<file path="src/rtl/cbcw_pkg.sv">
`default_nettype none
package cbcw_pkg;

  localparam int CBCW_ADDR_W = 8;
  localparam int CBCW_DATA_W = 32;
  localparam int CBCW_NUM_EVT = 6;

  // Byte addresses on the register bus
  localparam logic [7:0] CBCW_OFS_CMDW = 8'h00;
  localparam logic [7:0] CBCW_OFS_STATUS = 8'h04;
  localparam logic [7:0] CBCW_OFS_GPTR = 8'h08;
  localparam logic [7:0] CBCW_OFS_CU_BASE = 8'h0c;
  localparam logic [7:0] CBCW_OFS_DUMP_ADDR = 8'h10;
  localparam logic [7:0] CBCW_OFS_RU_BASE = 8'h14;
  localparam logic [7:0] CBCW_OFS_CMD_PTR = 8'h18;
  localparam logic [7:0] CBCW_OFS_RU_PTR = 8'h1c;

  // Command word fields
  localparam int CBCW_MASK_HI = 31;
  localparam int CBCW_MASK_LO = 26;
  localparam int CBCW_SI_BIT = 25;
  localparam int CBCW_M_BIT = 24;
  localparam int CBCW_CUC_HI = 23;
  localparam int CBCW_CUC_LO = 20;
  localparam int CBCW_RUC_HI = 18;
  localparam int CBCW_RUC_LO = 16;
  localparam int CBCW_ICB_LANE = 3;
  localparam int CBCW_CMD_LANE = 2;

  // Status register fields
  localparam int CBCW_PEND_HI = 31;
  localparam int CBCW_PEND_LO = 26;
  localparam int CBCW_SWI_BIT = 25;
  localparam int CBCW_CUS_HI = 7;
  localparam int CBCW_CUS_LO = 6;
  localparam int CBCW_RUS_HI = 5;
  localparam int CBCW_RUS_LO = 2;

  localparam logic [3:0] CBCW_CUC_NOP = 4'h0;
  localparam logic [3:0] CBCW_CUC_START = 4'h1;
  localparam logic [3:0] CBCW_CUC_RESUME = 4'h2;
  localparam logic [3:0] CBCW_CUC_LOAD_DUMP = 4'h4;
  localparam logic [3:0] CBCW_CUC_DUMP = 4'h5;
  localparam logic [3:0] CBCW_CUC_LOAD_BASE = 4'h6;
  localparam logic [3:0] CBCW_CUC_DUMP_RESET = 4'h7;
  localparam logic [3:0] CBCW_CUC_STATIC_RESUME = 4'ha;

  localparam logic [2:0] CBCW_RUC_NOP = 3'h0;
  localparam logic [2:0] CBCW_RUC_START = 3'h1;
  localparam logic [2:0] CBCW_RUC_RESUME = 3'h2;
  localparam logic [2:0] CBCW_RUC_ABORT = 3'h4;
  localparam logic [2:0] CBCW_RUC_LOAD_BASE = 3'h6;

  localparam logic [1:0] CBCW_CUS_IDLE = 2'h0;
  localparam logic [1:0] CBCW_CUS_SUSP = 2'h1;
  localparam logic [1:0] CBCW_CUS_LPQ = 2'h2;
  localparam logic [1:0] CBCW_CUS_HPQ = 2'h3;

  localparam logic [3:0] CBCW_RUS_IDLE = 4'h0;
  localparam logic [3:0] CBCW_RUS_SUSP = 4'h1;
  localparam logic [3:0] CBCW_RUS_NORES = 4'h2;
  localparam logic [3:0] CBCW_RUS_READY = 4'h4;

  localparam logic [31:0] CBCW_ZERO32 = 32'h0000_0000;

  typedef enum logic [2:0] {
    CBCW_CU_IDLE = 3'b001,
    CBCW_CU_SUSP = 3'b010,
    CBCW_CU_ACTIVE = 3'b100
  } cbcw_cu_state_e;

  typedef enum logic [2:0] {
    CBCW_RU_IDLE = 3'b001,
    CBCW_RU_SUSP = 3'b010,
    CBCW_RU_READY = 3'b100
  } cbcw_ru_state_e;

  // Bit order matches mask bits 31 down to 26
  typedef struct packed {
    logic command_done_event;
    logic frame_received_event;
    logic command_unit_inactive_event;
    logic receiver_not_ready_event;
    logic early_receive_event;
    logic flow_pause_event;
  } cbcw_events_s;

  typedef struct packed {
    logic start;
    logic resume;
    logic load_dump;
    logic dump;
    logic load_base;
    logic dump_reset;
  } cbcw_cu_act_s;

  typedef struct packed {
    logic start;
    logic resume;
    logic abort;
    logic load_base;
  } cbcw_ru_act_s;

  typedef struct packed {
    logic start;
    logic resume;
    logic stat_dump;
    logic stat_clear;
  } cbcw_cu_req_s;

  typedef struct packed {
    logic start;
    logic resume;
    logic abort;
  } cbcw_ru_req_s;

endpackage
`default_nettype wire

</file>
<file path="src/rtl/cbcw_top.sv">
// Functional notes
// - Masks 31:26, trigger 25, global mask 24, unit opcode 23:20, receive opcode 18:16.
// - Interrupt control byte and command byte are written independently.
// - A command is available as soon as it is written.
// - Acceptance may wait while DMA is busy.
// - Command byte clears on acceptance, signalling it was taken.
// - A set source mask blocks only that source's interrupt.
// - Masks: 31 done, 30 frame, 29 inactive, 28 not ready, 27 early, 26 pause.
// - Writing one to trigger raises an interrupt; zero does nothing.
// - Trigger bit always reads zero.
// - Trigger written together with global mask raises nothing.
// - Global mask set keeps the interrupt pin deasserted.
// - Global mask overrides every source mask and the trigger.
// - Opcode 0000 does nothing.
// - Opcode 0001 starts the command list at the general pointer.
// - Opcode 0010 resumes with the next block; ignored when idle.
// - Opcode 0100 latches dump address; software loads it before dumping.
// - Opcode 0101 dumps counters to the dump address.
// - Opcode 0110 loads the unit base from the general pointer.
// - Opcode 0111 dumps counters then clears them.
// - Opcode 1010 static resume, ignored when idle; software uses it when suspended.
// - Receive opcodes: start, resume, abort, load base.
// - Unit state code: 00 idle, 01 suspended, 10 low, 11 high queue; an active unit always reports 10, never 11.
`default_nettype none
module cbcw_top
  import cbcw_pkg::*;
(
  input wire logic pclk,
  input wire logic presetn,
  input wire logic ce,
  input wire logic psel,
  input wire logic penable,
  input wire logic pwrite,
  input wire logic [CBCW_ADDR_W-1:0] paddr,
  input wire logic [CBCW_DATA_W-1:0] pwdata,
  input wire logic [3:0] pstrb,
  output logic [CBCW_DATA_W-1:0] prdata,
  output logic pready,
  output logic pslverr,
  input wire cbcw_events_s events,
  input wire logic dma_busy,
  input wire logic cu_suspend_evt,
  input wire logic cu_idle_evt,
  input wire logic ru_suspend_evt,
  input wire logic ru_no_res_evt,
  input wire logic stat_dump_done,
  output cbcw_cu_req_s cu_req,
  output cbcw_ru_req_s ru_req,
  output logic [31:0] cmd_ptr,
  output logic [31:0] ru_ptr,
  output logic [31:0] cu_base,
  output logic [31:0] dump_addr,
  output logic [31:0] ru_base,
  output logic [1:0] cu_status,
  output logic [3:0] ru_status,
  output logic pci_int_n
);

  ////////////////////////////////////////////////////////////////////////////
  // Register bus

  logic setup;
  logic wr_en;
  logic wr_cmdw;
  logic wr_status;
  logic wr_gptr;
  logic icb_wr;
  logic cmd_wr;
  logic addr_ok;
  logic [31:0] next_rdata;

  logic [CBCW_NUM_EVT-1:0] int_mask;
  logic gmask;
  logic [3:0] cu_op;
  logic [2:0] ru_op;
  logic [31:0] gptr;
  logic [CBCW_NUM_EVT-1:0] pending;
  logic swi_pend;
  cbcw_cu_state_e cu_state;
  cbcw_ru_state_e ru_state;

  assign setup = psel & ~penable;
  // Zero wait: pready rises at the setup edge, so access takes one cycle
  assign wr_en = psel & penable & pready & pwrite;
  assign wr_cmdw = wr_en & (paddr == CBCW_OFS_CMDW);
  assign wr_status = wr_en & (paddr == CBCW_OFS_STATUS);
  assign wr_gptr = wr_en & (paddr == CBCW_OFS_GPTR);
  assign icb_wr = wr_cmdw & pstrb[CBCW_ICB_LANE];
  assign cmd_wr = wr_cmdw & pstrb[CBCW_CMD_LANE];

  always_comb begin
    addr_ok = 1'b1;
    next_rdata = CBCW_ZERO32;
    case (paddr)
      CBCW_OFS_CMDW: begin
        next_rdata[CBCW_MASK_HI:CBCW_MASK_LO] = int_mask;
        next_rdata[CBCW_SI_BIT] = 1'b0;
        next_rdata[CBCW_M_BIT] = gmask;
        next_rdata[CBCW_CUC_HI:CBCW_CUC_LO] = cu_op;
        next_rdata[CBCW_RUC_HI:CBCW_RUC_LO] = ru_op;
      end
      CBCW_OFS_STATUS: begin
        next_rdata[CBCW_PEND_HI:CBCW_PEND_LO] = pending;
        next_rdata[CBCW_SWI_BIT] = swi_pend;
        next_rdata[CBCW_CUS_HI:CBCW_CUS_LO] = cu_status;
        next_rdata[CBCW_RUS_HI:CBCW_RUS_LO] = ru_status;
      end
      CBCW_OFS_GPTR: next_rdata = gptr;
      CBCW_OFS_CU_BASE: next_rdata = cu_base;
      CBCW_OFS_DUMP_ADDR: next_rdata = dump_addr;
      CBCW_OFS_RU_BASE: next_rdata = ru_base;
      CBCW_OFS_CMD_PTR: next_rdata = cmd_ptr;
      CBCW_OFS_RU_PTR: next_rdata = ru_ptr;
      default: addr_ok = 1'b0;
    endcase
  end

  always_ff @(posedge pclk or negedge presetn) begin
    if (!presetn) begin
      pready <= 1'b0;
      pslverr <= 1'b0;
      prdata <= CBCW_ZERO32;
    end else if (ce) begin
      pready <= setup;
      pslverr <= setup & ~addr_ok;
      if (setup && !pwrite) begin
        prdata <= next_rdata;
      end else if (setup) begin
        prdata <= CBCW_ZERO32;
      end
    end
  end

  // General pointer, byte-wise
  always_ff @(posedge pclk or negedge presetn) begin
    if (!presetn) begin
      gptr <= CBCW_ZERO32;
    end else if (ce) begin
      for (int i = 0; i < 4; i++) begin
        if (wr_gptr && pstrb[i]) begin
          gptr[i*8 +: 8] <= pwdata[i*8 +: 8];
        end
      end
    end
  end

  ////////////////////////////////////////////////////////////////////////////
  // Command word bytes

  logic cmd_pend;
  logic accept;
  logic dump_wait;
  cbcw_cu_act_s cu_act;
  cbcw_ru_act_s ru_act;

  assign cmd_pend = (cu_op != CBCW_CUC_NOP) | (ru_op != CBCW_RUC_NOP);
  // A fresh write in the same cycle replaces the old command unexecuted
  assign accept = cmd_pend & ~dma_busy & ~dump_wait & ~cmd_wr;

  always_ff @(posedge pclk or negedge presetn) begin
    if (!presetn) begin
      int_mask <= '0;
      gmask <= 1'b0;
    end else if (ce && icb_wr) begin
      int_mask <= pwdata[CBCW_MASK_HI:CBCW_MASK_LO];
      gmask <= pwdata[CBCW_M_BIT];
    end
  end

  always_ff @(posedge pclk or negedge presetn) begin
    if (!presetn) begin
      cu_op <= CBCW_CUC_NOP;
      ru_op <= CBCW_RUC_NOP;
    end else if (ce) begin
      if (cmd_wr) begin
        cu_op <= pwdata[CBCW_CUC_HI:CBCW_CUC_LO];
        ru_op <= pwdata[CBCW_RUC_HI:CBCW_RUC_LO];
      end else if (accept) begin
        cu_op <= CBCW_CUC_NOP;
        ru_op <= CBCW_RUC_NOP;
      end
    end
  end

  cbcw_decode u_decode (
    .cu_op(cu_op),
    .ru_op(ru_op),
    .cu_act(cu_act),
    .ru_act(ru_act)
  );

  ////////////////////////////////////////////////////////////////////////////
  // Command unit

  logic cu_resume_ok;

  // Resume does nothing from idle
  assign cu_resume_ok = accept & cu_act.resume & (cu_state != CBCW_CU_IDLE);

  always_ff @(posedge pclk or negedge presetn) begin
    if (!presetn) begin
      cu_state <= CBCW_CU_IDLE;
    end else if (ce) begin
      case (cu_state)
        CBCW_CU_IDLE: begin
          if (accept && cu_act.start) begin
            cu_state <= CBCW_CU_ACTIVE;
          end
        end
        CBCW_CU_SUSP: begin
          if (accept && (cu_act.start || cu_act.resume)) begin
            cu_state <= CBCW_CU_ACTIVE;
          end else if (cu_idle_evt) begin
            cu_state <= CBCW_CU_IDLE;
          end
        end
        CBCW_CU_ACTIVE: begin
          if (cu_idle_evt) begin
            cu_state <= CBCW_CU_IDLE;
          end else if (cu_suspend_evt) begin
            cu_state <= CBCW_CU_SUSP;
          end
        end
        default: cu_state <= CBCW_CU_IDLE;
      endcase
    end
  end

  always_ff @(posedge pclk or negedge presetn) begin
    if (!presetn) begin
      cu_status <= CBCW_CUS_IDLE;
    end else if (ce) begin
      case (cu_state)
        CBCW_CU_IDLE: cu_status <= CBCW_CUS_IDLE;
        CBCW_CU_SUSP: cu_status <= CBCW_CUS_SUSP;
        CBCW_CU_ACTIVE: cu_status <= CBCW_CUS_LPQ;
        default: cu_status <= CBCW_CUS_IDLE;
      endcase
    end
  end

  always_ff @(posedge pclk or negedge presetn) begin
    if (!presetn) begin
      cmd_ptr <= CBCW_ZERO32;
      cu_base <= CBCW_ZERO32;
      dump_addr <= CBCW_ZERO32;
    end else if (ce && accept) begin
      if (cu_act.start) begin
        cmd_ptr <= gptr;
      end
      if (cu_act.load_base) begin
        cu_base <= gptr;
      end
      if (cu_act.load_dump) begin
        dump_addr <= gptr;
      end
    end
  end

  // Clear waits for the dump to land; no command is taken meanwhile
  always_ff @(posedge pclk or negedge presetn) begin
    if (!presetn) begin
      dump_wait <= 1'b0;
    end else if (ce) begin
      if (accept && cu_act.dump_reset) begin
        dump_wait <= 1'b1;
      end else if (stat_dump_done) begin
        dump_wait <= 1'b0;
      end
    end
  end

  always_ff @(posedge pclk or negedge presetn) begin
    if (!presetn) begin
      cu_req <= '0;
    end else if (ce) begin
      cu_req.start <= accept & cu_act.start;
      cu_req.resume <= cu_resume_ok;
      cu_req.stat_dump <= accept & (cu_act.dump | cu_act.dump_reset);
      cu_req.stat_clear <= dump_wait & stat_dump_done;
    end
  end

  ////////////////////////////////////////////////////////////////////////////
  // Receive unit

  always_ff @(posedge pclk or negedge presetn) begin
    if (!presetn) begin
      ru_state <= CBCW_RU_IDLE;
    end else if (ce) begin
      case (ru_state)
        CBCW_RU_IDLE: begin
          if (accept && ru_act.start) begin
            ru_state <= CBCW_RU_READY;
          end
        end
        CBCW_RU_SUSP: begin
          if (accept && ru_act.abort) begin
            ru_state <= CBCW_RU_IDLE;
          end else if (accept && (ru_act.start || ru_act.resume)) begin
            ru_state <= CBCW_RU_READY;
          end
        end
        CBCW_RU_READY: begin
          if (accept && ru_act.abort) begin
            ru_state <= CBCW_RU_IDLE;
          end else if (ru_suspend_evt || ru_no_res_evt) begin
            ru_state <= CBCW_RU_SUSP;
          end
        end
        default: ru_state <= CBCW_RU_IDLE;
      endcase
    end
  end

  always_ff @(posedge pclk or negedge presetn) begin
    if (!presetn) begin
      ru_status <= CBCW_RUS_IDLE;
    end else if (ce) begin
      case (ru_state)
        CBCW_RU_IDLE: ru_status <= CBCW_RUS_IDLE;
        CBCW_RU_SUSP: ru_status <= CBCW_RUS_SUSP;
        CBCW_RU_READY: ru_status <= CBCW_RUS_READY;
        default: ru_status <= CBCW_RUS_IDLE;
      endcase
    end
  end

  always_ff @(posedge pclk or negedge presetn) begin
    if (!presetn) begin
      ru_req <= '0;
      ru_ptr <= CBCW_ZERO32;
      ru_base <= CBCW_ZERO32;
    end else if (ce) begin
      ru_req.start <= accept & ru_act.start;
      ru_req.resume <= accept & ru_act.resume & (ru_state == CBCW_RU_SUSP);
      ru_req.abort <= accept & ru_act.abort;
      if (accept && ru_act.start) begin
        ru_ptr <= gptr;
      end
      if (accept && ru_act.load_base) begin
        ru_base <= gptr;
      end
    end
  end

  ////////////////////////////////////////////////////////////////////////////
  // Interrupt pin

  logic [CBCW_NUM_EVT-1:0] evt_vec;
  logic swi_set;
  logic next_int;

  assign evt_vec = events;
  // Trigger alongside global mask is dropped, not deferred
  assign swi_set = icb_wr & pwdata[CBCW_SI_BIT] & ~pwdata[CBCW_M_BIT];

  for (genvar g = 0; g < CBCW_NUM_EVT; g++) begin : g_pend
    cbcw_sticky u_pend (
      .pclk(pclk),
      .presetn(presetn),
      .ce(ce),
      .set(evt_vec[g]),
      .clr(wr_status & pwdata[CBCW_PEND_LO + g]),
      .q(pending[g])
    );
  end

  cbcw_sticky u_swi (
    .pclk(pclk),
    .presetn(presetn),
    .ce(ce),
    .set(swi_set),
    .clr(wr_status & pwdata[CBCW_SWI_BIT]),
    .q(swi_pend)
  );

  // Global mask wins over every source and the trigger
  assign next_int = ~gmask & ((|(pending & ~int_mask)) | swi_pend);

  always_ff @(posedge pclk or negedge presetn) begin
    if (!presetn) begin
      pci_int_n <= 1'b1;
    end else if (ce) begin
      pci_int_n <= ~next_int;
    end
  end

endmodule
`default_nettype wire

</file>
<file path="src/rtl/cbcw_sticky.sv">
`default_nettype none
module cbcw_sticky
  import cbcw_pkg::*;
(
  input wire logic pclk,
  input wire logic presetn,
  input wire logic ce,
  input wire logic set,
  input wire logic clr,
  output logic q
);

  // Set beats clear so an event in the clearing cycle survives
  always_ff @(posedge pclk or negedge presetn) begin
    if (!presetn) begin
      q <= 1'b0;
    end else if (ce) begin
      if (set) begin
        q <= 1'b1;
      end else if (clr) begin
        q <= 1'b0;
      end
    end
  end

endmodule
`default_nettype wire

</file>
<file path="src/rtl/cbcw_decode.sv">
`default_nettype none
module cbcw_decode
  import cbcw_pkg::*;
(
  input wire logic [3:0] cu_op,
  input wire logic [2:0] ru_op,
  output cbcw_cu_act_s cu_act,
  output cbcw_ru_act_s ru_act
);

  always_comb begin
    cu_act = '0;
    case (cu_op)
      CBCW_CUC_NOP: cu_act = '0;
      CBCW_CUC_START: cu_act.start = 1'b1;
      CBCW_CUC_RESUME: cu_act.resume = 1'b1;
      CBCW_CUC_STATIC_RESUME: cu_act.resume = 1'b1;
      CBCW_CUC_LOAD_DUMP: cu_act.load_dump = 1'b1;
      CBCW_CUC_DUMP: cu_act.dump = 1'b1;
      CBCW_CUC_LOAD_BASE: cu_act.load_base = 1'b1;
      CBCW_CUC_DUMP_RESET: cu_act.dump_reset = 1'b1;
      default: cu_act = '0;
    endcase
  end

  always_comb begin
    ru_act = '0;
    case (ru_op)
      CBCW_RUC_START: ru_act.start = 1'b1;
      CBCW_RUC_RESUME: ru_act.resume = 1'b1;
      CBCW_RUC_ABORT: ru_act.abort = 1'b1;
      CBCW_RUC_LOAD_BASE: ru_act.load_base = 1'b1;
      default: ru_act = '0;
    endcase
  end

endmodule
`default_nettype wire

</file>
<file path="config.mk">
export PLATFORM = sky130hd
export DESIGN_NAME = cbcw_top
export DESIGN_NICKNAME = d
export VERILOG_FILES = /design/src/rtl/cbcw_pkg.sv /design/src/rtl/cbcw_top.sv /design/src/rtl/cbcw_sticky.sv /design/src/rtl/cbcw_decode.sv
export SDC_FILE = /design/constraint.sdc
export NUM_CORES = 1
export LEC_CHECK = 0
export BUFFER_PORTS_ARGS = -buffer_cell sky130_fd_sc_hd__buf_2
export CAP_MARGIN = 20
export CORE_MARGIN = 1
export CORE_UTILIZATION = 30
export CTS_BUF_LIST = sky130_fd_sc_hd__clkbuf_4 sky130_fd_sc_hd__clkbuf_8
export DETAILED_ROUTE_END_ITERATION = 6
export GPL_ROUTABILITY_DRIVEN = 0
export PLACE_DENSITY = 0.46
export SETUP_SLACK_MARGIN = 0.4
export SLEW_MARGIN = 25
export SYNTH_ARGS = -nofsm -noshare
export SYNTH_HDL_FRONTEND = slang
export SYNTH_HIERARCHICAL = 1
export SYNTH_SLANG_ARGS = --single-unit
export TNS_END_PERCENT = 10
</file>
<file path="constraint.sdc">
create_clock -name pclk -period 2.8 [get_ports pclk]
set_input_delay 0.56 -clock pclk [delete_from_list [all_inputs] [get_ports pclk]]
set_output_delay 0.56 -clock pclk [all_outputs]
set_load 0.01 [all_outputs]
</file>
Word-level counts from Yosys, hierarchy flattened
Cells that the tools add are included.

Input bits: 62. Bits in registers: 268. Logic and storage cells: 221. Output and inout bits: 208.

Equality and inequality tests: 31. Bitwise operators: 45. Reduce and logical (&&, ||, !) cells: 55. Muxes and demuxes: 54.

Operators by type and width (count): 32-bit 2-to-1 mux (2); 7-bit case mux with 8 select lines (1); 8-bit case mux with 6 select lines (1); 6-bit case mux with 7 select lines (1); 2-bit AND reduction (19); 3-bit 2-to-1 mux (12); 5-bit case mux with 7 select lines (1); 1-bit AND (32); 8-bit by 5-bit == test with 1-bit output, second input constant (4); 1-bit 2-to-1 mux (27); 3-bit case mux with 7 select lines (1); 2-bit nonzero test (10); 3-bit case mux with 3 select lines (2); 4-bit by 3-bit == test with 1-bit output, second input constant (4); 8-bit by 4-bit == test with 1-bit output, second input constant (2); 1-bit logical AND (14); 3-bit == test, second input constant (4); 3-bit inequality test, second input constant (4); 2-bit case mux with 6 select lines (1); 3-bit by 1-bit == test with 1-bit output, second input constant (3); 3-bit by 2-bit == test with 1-bit output, second input constant (3); 8-bit by 3-bit == test with 1-bit output, second input constant (1); 8-bit logical NOT (1); 4-bit 2-to-1 mux (2); 20 further kinds (33).

Longest topological paths before layout
Depth in word-level cells: 11. Mapped depth: 9. Mapped depth without buffers: 6.

Cells and area by module
The synthesis kept the hierarchy.

Modules (own cells, without submodules): cbcw_top (sequential area each 6485.0 sq um, instances 1, cells each 880, area an instance 11990.2 sq um); cbcw_sticky (sequential area each 25.0 sq um, instances 7, cells each 3, area an instance 37.5 sq um); cbcw_decode (sequential area each 0.0 sq um, instances 1, cells each 10, area an instance 91.3 sq um).

Worst setup path after synthesis
OpenSTA, ideal clock, no wires.

Path kind: input-to-reg. Start point: input paddr[2]. End point: register cmd_ptr[25]. Setup slack: 0.102 ns. Stages on the path: 9. Path buffers: 4. Data required time: 2.673 ns. Library setup time: 0.127 ns. Arrival time: 2.571 ns. Cells stage by stage: clkbuf_1 -> or3b_2 -> or4_1 -> buf_2 -> and2_4 -> buf_6 -> nand3_4 -> buf_8 -> mux2_1.

Word-level cells in the longest chain between the ends: 7.

Ends and longest elaborated chain: from (decl) (line cbcw_top.sv:34) `input wire logic [CBCW_ADDR_W-1:0] paddr,`; 8-bit logical NOT (line cbcw_top.sv:85) `assign wr_cmdw = wr_en & (paddr == CBCW_OFS_CMDW);`; 1-bit AND (line cbcw_top.sv:85); 1-bit AND (line cbcw_top.sv:89) `assign cmd_wr = wr_cmdw & pstrb[CBCW_CMD_LANE];`; 1-bit inverter (line cbcw_top.sv:158) `assign accept = cmd_pend & ~dma_busy & ~dump_wait & ~cmd_wr;`; 1-bit AND (line cbcw_top.sv:158); 1-bit logical AND (line cbcw_top.sv:247) `end else if (ce && accept) begin`; 2-bit AND reduction (no source line); to (signal assigned) (line cbcw_top.sv:249) `cmd_ptr <= gptr;`; to (decl) (line cbcw_top.sv:49) `output logic [31:0] cmd_ptr,`.

No other way between the ends. A chain may end at the register's enable or synchronous reset.

Worst setup path after layout
Start point: input paddr[5]. End point: register gptr[20].

Word-level cells in the longest chain between the ends: 4.

Ends and longest elaborated chain: 8-bit by 4-bit == test with 1-bit output (line cbcw_top.sv:87) `assign wr_gptr = wr_en & (paddr == CBCW_OFS_GPTR);`; 1-bit AND (line cbcw_top.sv:87); 1-bit logical AND (line cbcw_top.sv:140) `if (wr_gptr && pstrb[i]) begin`; 2-bit AND reduction (no source line); to (signal, indexed assignment) (line cbcw_top.sv:141) `gptr[i*8 +: 8] <= pwdata[i*8 +: 8];`; to (decl) (line cbcw_top.sv:76) `logic [31:0] gptr;`.

No other way between the ends.

==> results_tabular.tex <==
\begin{tabular}{lr}
\hline
Metric & Value \\
\hline
\multicolumn{2}{l}{\textbf{Run status}} \\
Result of the run & completed \\
\multicolumn{2}{l}{\textbf{Cells and area}} \\
Final-layout fill cell count & between 3000 and 4000 \\
Final Instance Area & $\sim$16000 um\^{}2 \\
Fraction of final layout cells with drive strength greater than 1 & 0.478 \\
Nets & 1299 \\
Growth of design area from synthesis to finish & 27.5\% \\
\multicolumn{2}{l}{\textbf{Clock network}} \\
Worst skew pair latency & a little over 0.6 ns \\
Root buffer cell & sky130\_fd\_sc\_hd\_\_clkbuf\_8 \\
Resized Gates After CTS & 0 \\
Number of sinks driven by the clock tree & between 200 and 300 \\
Number of H-tree levels & 2 \\
CTS clock-pin slew for the worst setup and hold paths & $\sim$0.060 ns \\
Buffer count from post-CTS setup fixing & 0 \\
Clock tree from TritonCTS & done \\
Number of buffers created by CTS & 49 \\
Number of hold buffers added after CTS & 1 \\
Max Root-Sink Buffers & 3 \\
\multicolumn{2}{l}{\textbf{Timing}} \\
Least setup slack across all paths after layout & between 0.6 and 0.7 ns \\
Worst hold margin & about 0.17 ns \\
Min cycle time layout & between 2 and 2.5 ns \\
Clock skew & 0.0261 ns \\
Final Max Tran Viols & 0 \\
Max\_slew headroom & 0.537 \\
Final setup violation count & 0 \\
Setup repair after global routing missed its margin & no \\
Transition time at the pin with the least slew margin & slightly below 0.7 ns \\
Final hold violations & 0 \\
Achievable frequency & 460 MHz \\
Total negative slack & 0 ns \\
Portion of the clock cycle consumed by the worst path in the final layout & 0.777 \\
\multicolumn{2}{l}{\textbf{Worst setup path}} \\
Endpoint required time on the critical path & $\sim$3.3 ns \\
Type of the worst setup path & in2reg \\
Worst Setup Start Kind & input pin \\
Capture instance of the worst register-to-register path & cu\_base[11] \\
Crit-path max cell delay & roughly 0.55 ns \\
Setup slack of the worst register-to-register path & $\sim$0.64 ns \\
Worst Setup SP & paddr[5] \\
R2r worst-path depth & 6 \\
Biggest fanout along the worst timing path & 8 \\
Launch point of the worst reg-to-reg path & pready \\
Slowest cell on the critical path & sky130\_fd\_sc\_hd\_\_or4b\_1 \\
Ordered list of cells on the worst path & buf\_2, or4b\_1, nor4\_1, nor3b\_2, buf\_4, nand2\_2, mux2\_2 \\
Category of the worst setup path capture point & register \\
Endpoint arrival time on the critical path & roughly 2.7 ns \\
\multicolumn{2}{l}{\textbf{Place}} \\
Input/output buffers & roughly 270 \\
Final HPWL DP & between 20 and 30 mm \\
Area of placed instances & $\sim$15000 um\^{}2 \\
Placement Setup Slack & 0.0343 ns \\
\multicolumn{2}{l}{\textbf{Power and ir drop}} \\
Power density cells & $\sim$550 nW/um\^{}2 \\
Reported leakage power & between 8 and 9 nW \\
Worst IR Drop VDD & 231 uV \\
\multicolumn{2}{l}{\textbf{Route}} \\
Total via count in the routed design & just over 9000 \\
Number of vias per cell after detailed routing & a little over 5 \\
Routed length per instance & roughly 24 um \\
Residual antenna-violating net count after detailed routing & 0 \\
Routed wire length & 43.2 mm \\
DRC errors left & 0 \\
Total iterations of the first detailed-routing run & 5 \\
1st-iter DRT viols & between 400 and 500 \\
\multicolumn{2}{l}{\textbf{Synthesis}} \\
Post-synthesis instance area & 12300 um\^{}2 \\
Multiplexer share of the synthesized area & 0.258 \\
Synthesized instance count & approximately 900 \\
Combinational family with the most area after synthesis & multiplexers \\
Simple-gate share of the synthesized area & 0.0734 \\
Post-synthesis average cell area & around 14 um\^{}2 \\
Share of the yosys chip area belonging to registers & 0.540 \\
Number of enable-type register cells in the synthesized netlist & 0 \\
Synth Area in Adders & 0 \\
Synth Area in Compound Gates & 0.0942 \\
Most used flip-flop cell after synthesis & sky130\_fd\_sc\_hd\_\_dfrtp\_1 \\
Xor/xnor cell area share of the yosys netlist & 0.000710 \\
Number of flip-flops and latches in the synthesized netlist & 266 \\
Synth warn & 6 \\
Post-synthesis cell type count & 68 \\
Async SR Flop Fraction & 1.00 \\
\multicolumn{2}{l}{\textbf{Die}} \\
Width of the die & 205 um \\
Area of the die & about 42000 um\^{}2 \\
I/O pin total & between 200 and 300 \\
Initial Utilization & 0.307 \\
Area of the core region & approximately 40000 um\^{}2 \\
Height of the chip & between 200 and 250 um \\
Std cell rows & 73 \\
\multicolumn{2}{l}{\textbf{Global routing}} \\
Antenna violations before repair & 3 \\
Maximum number of pins on one net before global-route repair & 76 \\
Remaining global-route overflow & 0 \\
Global-route wire length before repair & between 60 and 70 mm \\
Global router's overall resource usage & 0.207 \\
Vias in the first global route & between 9000 and 10000 \\
\multicolumn{2}{l}{\textbf{Run}} \\
Max capacitance violation total & 0 \\
\multicolumn{2}{l}{\textbf{Hold path}} \\
Hold crit path type & in2reg \\
HP Start & pwdata[7] \\
Worst hold endpoint & gptr[7] \\
Worst Hold Depth & 2 \\
\hline
\end{tabular}
==> flip-flops by register name, summed over array words and instances, names as in the netlist, 2 cells and up <==
signal           flops
cmd_ptr             32
cu_base             32
dump_addr           32
gptr                32
prdata              32
ru_base             32
ru_ptr              32
g_pend.u_pend/q      6
int_mask             6
cu_op                4
cu_req               4
cu_state             3
ru_op                3
ru_req               3
ru_state             3
cu_status            2
ru_status            2
==> cells in the final DEF, fill, tap and decap left out, types with 24 or more instances in the layout <==
master / count
sky130_fd_sc_hd__a21oi_1: 26
sky130_fd_sc_hd__clkbuf_4: 24
sky130_fd_sc_hd__mux2_1: 71
sky130_fd_sc_hd__buf_4: 46
sky130_fd_sc_hd__buf_2: 265
sky130_fd_sc_hd__dfrtp_1: 263
sky130_fd_sc_hd__clkbuf_8: 61
sky130_fd_sc_hd__nand2_1: 37
sky130_fd_sc_hd__mux2_2: 96
sky130_fd_sc_hd__o21ai_0: 25
sky130_fd_sc_hd__mux2_4: 49
sky130_fd_sc_hd__a22o_1: 32
sky130_fd_sc_hd__nor2_1: 31
==> cell type report <==
cell class,instances,area (um^2),share of cell area
flip-flops and latches,266,6660,0.423
multi-input cells,575,5310,0.338
repair buffers,328,2000,0.127
clock buffers,85,1020,0.0648
well taps,525,657,0.0417
inverters,17,63.8,0.00405
clock inverters,5,27.5,0.00175
diodes,2,5.00,0.000318
==> layer usage <==
layer,routed length (um),share of wire,global-route usage
met1,20600,0.48,0.296
met2,19000,0.44,0.304
met3,2440,0.057,0.0434
met4,1150,0.027,0.0786
met5,25,0.00058,0
==> power breakdown <==
group / switching, mW / total [mW] / internal [mW]
clock network: 1.68 / 3.95 / 2.27
registers: 0.106 / 4.03 / 3.93
logic: 0.390 / 0.659 / 0.269
==> worst max-delay path by stage <==
stage,to,slack (ns),cells after the start
after floorplan,cmd_ptr[25],0.13,9
after global placement,cu_base[15],0.12,7
after detailed placement,gptr[20],0.03,7
after CTS,cu_base[23],0.57,6
after global routing,cu_state[1],0.50,6
final,gptr[20],0.63,7
==> cell usage after synthesis (7+ instances only) <==
master                     number  area share
sky130_fd_sc_hd__nand3_1       19      0.0077
sky130_fd_sc_hd__mux2_1        71       0.065
sky130_fd_sc_hd__nand2_1       37       0.011
sky130_fd_sc_hd__buf_6         11       0.010
sky130_fd_sc_hd__nor2_1        31      0.0094
sky130_fd_sc_hd__a221oi_1      11      0.0078
sky130_fd_sc_hd__nor3_1        10      0.0041
sky130_fd_sc_hd__buf_1          7      0.0021
sky130_fd_sc_hd__mux2i_1       14       0.011
sky130_fd_sc_hd__mux2_2        96       0.088
sky130_fd_sc_hd__o21ai_0       25       0.010
sky130_fd_sc_hd__a211oi_1       8      0.0049
sky130_fd_sc_hd__a31oi_1        8      0.0041
sky130_fd_sc_hd__clkbuf_1      24      0.0073
sky130_fd_sc_hd__a22oi_1       21       0.013
sky130_fd_sc_hd__mux2_4        49       0.060
sky130_fd_sc_hd__a22o_1        32       0.023
sky130_fd_sc_hd__and2_1         8      0.0041
sky130_fd_sc_hd__mux4_2        19       0.035
sky130_fd_sc_hd__dfrtp_1      263        0.53
sky130_fd_sc_hd__inv_1         16      0.0049
sky130_fd_sc_hd__a21oi_1       26       0.011
==> logic make-up (layout without fill, tap and decap cells) <==
| logic type | count (synthesis) | after routing |
|---|---|---|
| AO/OA/AOI/OAI | 162 | 162 |
| XOR/XNOR | 1 | 1 |
| buffers and inverters | 71 | 435 |
| flip-flops | 266 | 266 |
| multiplexers | 249 | 249 |
| other | 1 | 4 |
| AND/OR/NAND/NOR | 161 | 161 |
==> per-stage QoR <==
stage	util	std cells	total power [mW]
after global routing	0.392	1802	9.05
final	0.392	1803	8.65
after CTS	0.392	1801	8.79
after floorplan	-	912	4.42
after detailed placement	0.365	1710	4.77
after global placement	0.365	1710	4.76
==> critical path, delay by kind of cell <==
kind | cells | cell delay (ns)
buf+inv | 2 | 0.29
simple gates | 4 | 1.43
mux | 1 | 0.36
(Power assumes the default switching activity.)
